File: src/rtl/soswt_pkg.sv
package soswt_pkg;
	// ----------------------------------------
	// timing
	// ----------------------------------------
	localparam int CLK_HZ = 50_000_000;
	localparam int DEADLINE_US = 400;
	// longest time, rounded down
	localparam int DEADLINE_CYC = (DEADLINE_US * (CLK_HZ / 1_000_000));
	localparam int TEST_PERIOD_CYC = 50_000;
	localparam int CNT_W = 20;
	localparam int NUM_OUT = 4;
	typedef enum logic [1:0] {
		SOSWT_RUN,
		SOSWT_TEST,
		SOSWT_ALARM
	} soswt_state_t;
endpackage

File: src/rtl/soswt_top.sv
`timescale 1ns/1ps
// Operation
// - periodically switch each requested-on output off in turn (already-off outputs are skipped), sample readback
// - pass only when readback shows at-or-below level
// - deadline timer starts when output disabled
// - on pass, record and re-enable immediately
// - deadline miss: alarm, all outputs off
// - other channel reads back every output state
module soswt_top #(
	parameter int NUM_OUT = soswt_pkg::NUM_OUT,
	parameter int TEST_PERIOD_CYC = soswt_pkg::TEST_PERIOD_CYC,
	parameter int DEADLINE_CYC = soswt_pkg::DEADLINE_CYC
) (
	// clock and reset
	input wire logic clk_in,
	input wire logic sys_rst_in,
	// demanded output states
	input wire logic [NUM_OUT-1:0] out_req_in,
	// comparator: 1 = output at or below pass level
	input wire logic [NUM_OUT-1:0] low_level_in,
	// second channel alarm input
	input wire logic peer_alarm_in,
	// drives to outputs
	output logic [NUM_OUT-1:0] out_en_out,
	// readback for the complementary channel
	output logic [NUM_OUT-1:0] xreadback_out,
	// status
	output logic alarm_out,
	output logic test_pass_out,
	output logic test_active_out
);
	localparam int IDX_W = (NUM_OUT > 1) ? $clog2(NUM_OUT) : 1;

	// ----------------------------------------
	// sequencer state
	// ----------------------------------------
	soswt_pkg::soswt_state_t state_r, state_nxt;
	logic [soswt_pkg::CNT_W-1:0] cnt_r, cnt_nxt;
	logic [IDX_W-1:0] idx_r, idx_nxt;
	logic [NUM_OUT-1:0] en_r, en_nxt;
	logic [NUM_OUT-1:0] rb_r, rb_nxt;
	logic alarm_r, alarm_nxt;
	logic pass_r, pass_nxt;
	logic act_r, act_nxt;

	always_comb begin
		state_nxt = state_r;
		cnt_nxt = cnt_r;
		idx_nxt = idx_r;
		pass_nxt = 1'b0;
		alarm_nxt = alarm_r;
		en_nxt = out_req_in;
		// cross-channel copy of what is actually being driven
		rb_nxt = en_r;
		case (state_r)
			soswt_pkg::SOSWT_RUN: begin
				// fixed interval between tests
				if (cnt_r >= soswt_pkg::CNT_W'(TEST_PERIOD_CYC - 1)) begin
					cnt_nxt = '0;
					// an output that is already off needs no proof
					if (out_req_in[idx_r]) begin
						state_nxt = soswt_pkg::SOSWT_TEST;
						en_nxt[idx_r] = 1'b0;
					end else begin
						idx_nxt = (idx_r == IDX_W'(NUM_OUT - 1)) ? '0 :
							idx_r + 1'b1;
					end
				end else begin
					cnt_nxt = cnt_r + 1'b1;
				end
			end
			soswt_pkg::SOSWT_TEST: begin
				en_nxt[idx_r] = 1'b0;
				cnt_nxt = cnt_r + 1'b1;
				if (low_level_in[idx_r]) begin
					// re-enable at once, no wait for the deadline
					state_nxt = soswt_pkg::SOSWT_RUN;
					en_nxt[idx_r] = out_req_in[idx_r];
					pass_nxt = 1'b1;
					cnt_nxt = '0;
					idx_nxt = (idx_r == IDX_W'(NUM_OUT - 1)) ? '0 :
						idx_r + 1'b1;
				end else if (cnt_r >= soswt_pkg::CNT_W'(DEADLINE_CYC - 1)) begin
					state_nxt = soswt_pkg::SOSWT_ALARM;
					alarm_nxt = 1'b1;
				end
			end
			default: begin
				alarm_nxt = 1'b1;
			end
		endcase
		// alarm latches: only reset leaves it
		if (peer_alarm_in && !alarm_r) begin
			state_nxt = soswt_pkg::SOSWT_ALARM;
			alarm_nxt = 1'b1;
		end
		if (alarm_nxt) begin
			en_nxt = '0;
			// no pass pulse once shut down: outputs stay off
			pass_nxt = 1'b0;
		end
		act_nxt = (state_nxt == soswt_pkg::SOSWT_TEST);
	end

	always_ff @(posedge clk_in or posedge sys_rst_in) begin
		if (sys_rst_in) begin
			state_r <= soswt_pkg::SOSWT_RUN;
			cnt_r <= '0;
			idx_r <= '0;
			en_r <= '0;
			rb_r <= '0;
			alarm_r <= 1'b0;
			pass_r <= 1'b0;
			act_r <= 1'b0;
		end else begin
			state_r <= state_nxt;
			cnt_r <= cnt_nxt;
			idx_r <= idx_nxt;
			en_r <= en_nxt;
			rb_r <= rb_nxt;
			alarm_r <= alarm_nxt;
			pass_r <= pass_nxt;
			act_r <= act_nxt;
		end
	end

	assign out_en_out = en_r;
	assign xreadback_out = rb_r;
	assign alarm_out = alarm_r;
	assign test_pass_out = pass_r;
	assign test_active_out = act_r;
endmodule // soswt_top

File: config.mk
export PLATFORM = sky130hd
export DESIGN_NAME = soswt_top
export DESIGN_NICKNAME = d
export VERILOG_FILES = /design/src/rtl/soswt_pkg.sv /design/src/rtl/soswt_top.sv
export SDC_FILE = /design/constraint.sdc
export NUM_CORES = 1
export LEC_CHECK = 0
export ABC_AREA = 1
export ABC_CLOCK_PERIOD_IN_PS = 2800
export BUFFER_PORTS_ARGS = -buffer_cell sky130_fd_sc_hd__buf_4
export CORE_MARGIN = 3
export CORE_UTILIZATION = 50
export DETAILED_ROUTE_END_ITERATION = 6
export HOLD_SLACK_MARGIN = 0.08
export PLACE_DENSITY_LB_ADDON = 0.08
export SLEW_MARGIN = 20
export SYNTH_ARGS = -nofsm -noshare
export SYNTH_HDL_FRONTEND = slang
export SYNTH_SLANG_ARGS = --single-unit
export TNS_END_PERCENT = 10
File: constraint.sdc
create_clock -name clk_in -period 2.8 [get_ports clk_in]
set_clock_uncertainty 0.15 [all_clocks]
set_input_delay 0.84 -clock clk_in [delete_from_list [all_inputs] [get_ports clk_in]]
set_output_delay 0.84 -clock clk_in [all_outputs]
set_load 0.02 [all_outputs]
==> results by group <==
Die
  – I/O pins: 22
  – Die span in y: between 70 and 80 um
  – Core area: slightly above 4000 um2
  – Initial Utilization: 52.9%
  – Horiz. Die Dim: ~72 um
  – Rows: 23
  – Die area: 5110 um2

Setup path
  – Reg2reg path depth: 10
  – Setup CP Type: register to register
  – FF-to-FF setup slack: about 0.77 ns
  – CP startpoint: cnt_r[0]
  – WP data required: around 2.8 ns
  – Critical Path Max Stage Delay: 0.39 ns
  – Crit path cell chain: ha_1 > inv_1 > nor2_1 > nand3_1 > nand2_1 > nand2_1 > nand2_4 > nand2_4 > a21oi_4 > nor2_1
  – Reg-to-Reg End: cnt_r[5]
  – Crit end category: register
  – CP max-delay cell: dfrtp_1
  – Launch point of the worst reg-to-reg path: cnt_r[0]
  – Crit path arrival time: approximately 2.0 ns
  – Crit Path Max Fanout: 14
  – Crit start category: register

CTS
  – CTS tree: built
  – Clock Latency Late Sink: 0.29 ns
  – CTS Sinks: 35
  – Number of buffers created by CTS: 5
  – CTS clk-pin slew, worst paths: ~0.070 ns
  – Hold_buf cts: 0
  – Post-CTS Setup Bufs: 0
  – H-tree levels: 2
  – Deepest clock path buffer count: 2
  – Clock root cell: clkbuf_8
  – CTS resizes: 0

Timing
  – Max Freq: between 0.4 and 0.5 GHz
  – Min setup slack post-route: about 0.77 ns
  – Fin. Hold Viols: 0
  – Slew Viols, Final: 0
  – Fin crit share: between 70% and 80%
  – Setup TNS: 0 ns
  – RSZ-0062 raised after global routing: false
  – Worst slew pin tran: roughly 0.56 ns
  – Relative slew margins: between 60% and 70%
  – Final-report setup violation count: 0
  – Crit path time final: 2.03 ns

Synthesis
  – Syn. warnings: 0
  – Synth top area cells: dfrtp_1 41%, nand2_1 15%, nor2_1 8.4%
  – Top-area cell type share of the netlist area: between 40% and 50%
  – Post-synth top area cell: dfrtp_1
  – Post-synth ARST share: 100%
  – Mapped cell area: roughly 2100 um2
  – Post-synth EDFFs: 0
  – Top_reg_cell synth: dfrtp_1
  – Post-synthesis register bit count: 35
  – Netlist cell types: 26
  – Post-Syn Nets: 321
  – Mapped Avg Cell Area: 7.04 um2
  – Syn Inst Count: between 300 and 400
  – Seq/Total Area, Yosys: between 40% and 50%

Worst hold path
  – Worst min path class: register to register
  – Worst Hold End: xreadback_out[3]
  – WHS Path Cells: 0
  – Hold path startpoint: out_en_out[3]

Routing
  – Vias/cell: 4.93
  – DRT antenna net count: 0
  – Final routed DRC violation total: 0
  – Detailed-route via count: between 1500 and 2000
  – First drt pass iteration count: 6
  – Final Routed Wirelength: approximately 4600 um
  – Initial DRC count: 114
  – Wire per inst: between 10 and 15 um

Global routing
  – Vias in the first global route: 1788
  – Largest net degree at the start of global routing: 36
  – Grt ovf: 0
  – Initial antenna violation count: 0
  – Global-route wire length before repair: 8050 um
  – GRT Total Usage: 19.9%

Run
  – Number of max-cap violations: 0

Power
  – Flop pwr share: between 40% and 50%
  – Logic pwr share: between 20% and 30%
  – Max VDD drop: around 360 uV
  – Leak: approximately 1.3 nW
  – Clock group share of total power: 29.5%
  – Psw: slightly below 0.0006 W
  – Switch share: 36.5%
  – Int Power: 0.00103 W
  – Power per Cell Area: 650 nW/um2

Finish
  – Final #Nets: 348
  – Fill count: roughly 390
  – Inserted Diodes: 0
  – Layout Area Growth over Synthesis: 15.6%
  – Layout cells sized above 1: 12.9%

Placed design
  – Routability cong.: around 0.83
  – DP Worst Slack: between 0.6 and 0.7 ns
  – Post-DP HPWL: ~3400 um
  – Port Buf Inserts: 21

Outcome
  – Outcome: completed
[final cells by class]
type                    instances  area [um2]  area share (%)
clock buffers                   6        82.6            3.33
clock inverters                 2        35.0            1.41
inverters                      48         180            7.27
multi-input cells             219        1070            43.2
flip-flops and latches         35         876            35.3
well taps                      50        62.6            2.52
repair buffers                 23         173            6.96
[registers in the layout (all words and copies together) (netlist names)]
signal and count:
alarm_out 1, cnt_r 20, idx_r 2, out_en_out 4, state_r 2, test_active_out 1, test_pass_out 1, xreadback_out 4
[stage by stage]
stage / cells / total power (W) / hold slack, ns / instance area [um2] / utilization (%)
3_5_place_dp: 375 / 0.00114 / 0.216 / 2360 / 58.2
4_1_cts: 383 / 0.00162 / 0.233 / 2480 / 61.1
5_1_grt: 383 / 0.00173 / 0.250 / 2480 / 61.1
2_1_floorplan: 305 / 0.00102 / 0.322 / 2150 / -
3_3_place_gp: 375 / 0.00114 / 0.211 / 2360 / 58.2
6_report: 383 / 0.00161 / 0.229 / 2480 / 61.1
[power groups by stage]
stage / combinational [W] / sequential, W / clock, W
floorplan: 0.000380 / 0.000643 / 0
global placement: 0.000461 / 0.000676 / 0
detailed placement: 0.000465 / 0.000677 / 0
CTS: 0.000468 / 0.000667 / 0.000480
global route: 0.000548 / 0.000680 / 0.000506
finish: 0.000469 / 0.000669 / 0.000475
[logic make-up after synthesis]
logic type	count (synthesis)	synth area share [%]
compound gates	22	5.95
simple gates	180	36.2
flops	35	40.8
xor+xnor	12	4.90
buf+inv	51	9.27
fa+ha+maj	5	2.92
[critical path, delay by kind of cell (launching register included)]
family	cells	cell delay, ns
adder cells (fa/ha/maj)	1	0.23
buffers and inverters	1	0.05
AO/OA/AOI/OAI	1	0.38
AND/OR/NAND/NOR	7	0.69
flip-flops	1	0.39
[per-layer routing]
metal | vias to the layer above | global-route usage, % | part of all wire (%)
met2 | 38 | 29.7 | 43
met3 | 5 | 3.93 | 4.9
met4 | 0 | 6.47 | 0.95
met5 | - | 0 | 0
li1 | 994 | - | -
met1 | 852 | 29.1 | 52
[worst max-delay path by stage]
stage                    endpoint  slack [ns]  cells past startpoint
finish                   cnt_r[5]        0.77                     10
global route        test_pass_out        0.63                      8
CTS                     cnt_r[15]        0.76                     10
detailed placement      cnt_r[13]        0.66                      8
global placement         cnt_r[2]        0.69                      8
floorplan                cnt_r[4]        0.95                      8
[placed cells by master, fill, tap and decap left out, drive strengths merged, types with 5 or more instances in the layout]
cell type  count
nand4          8
nand2         89
xor2           9
nor2          51
clkbuf         6
buf           23
ha             5
o21ai         12
inv           48
nand3         23
a21oi          9
dfrtp         35
nor3           8
[Yosys cell counts (2+ instances only)]
master and instances:
inv_1 46, xor2_1 9, nor2_2 2, nor2_1 48, nand2_2 2, nor3_1 7, nand4_1 8, nand3_1 23
dfrtp_1 35, nand2_1 85, o21ai_0 11, nand2_4 2, ha_1 5, xnor2_1 3, a21oi_1 7, inv_2 2
Note: power is estimated with default switching activity, not from simulation.
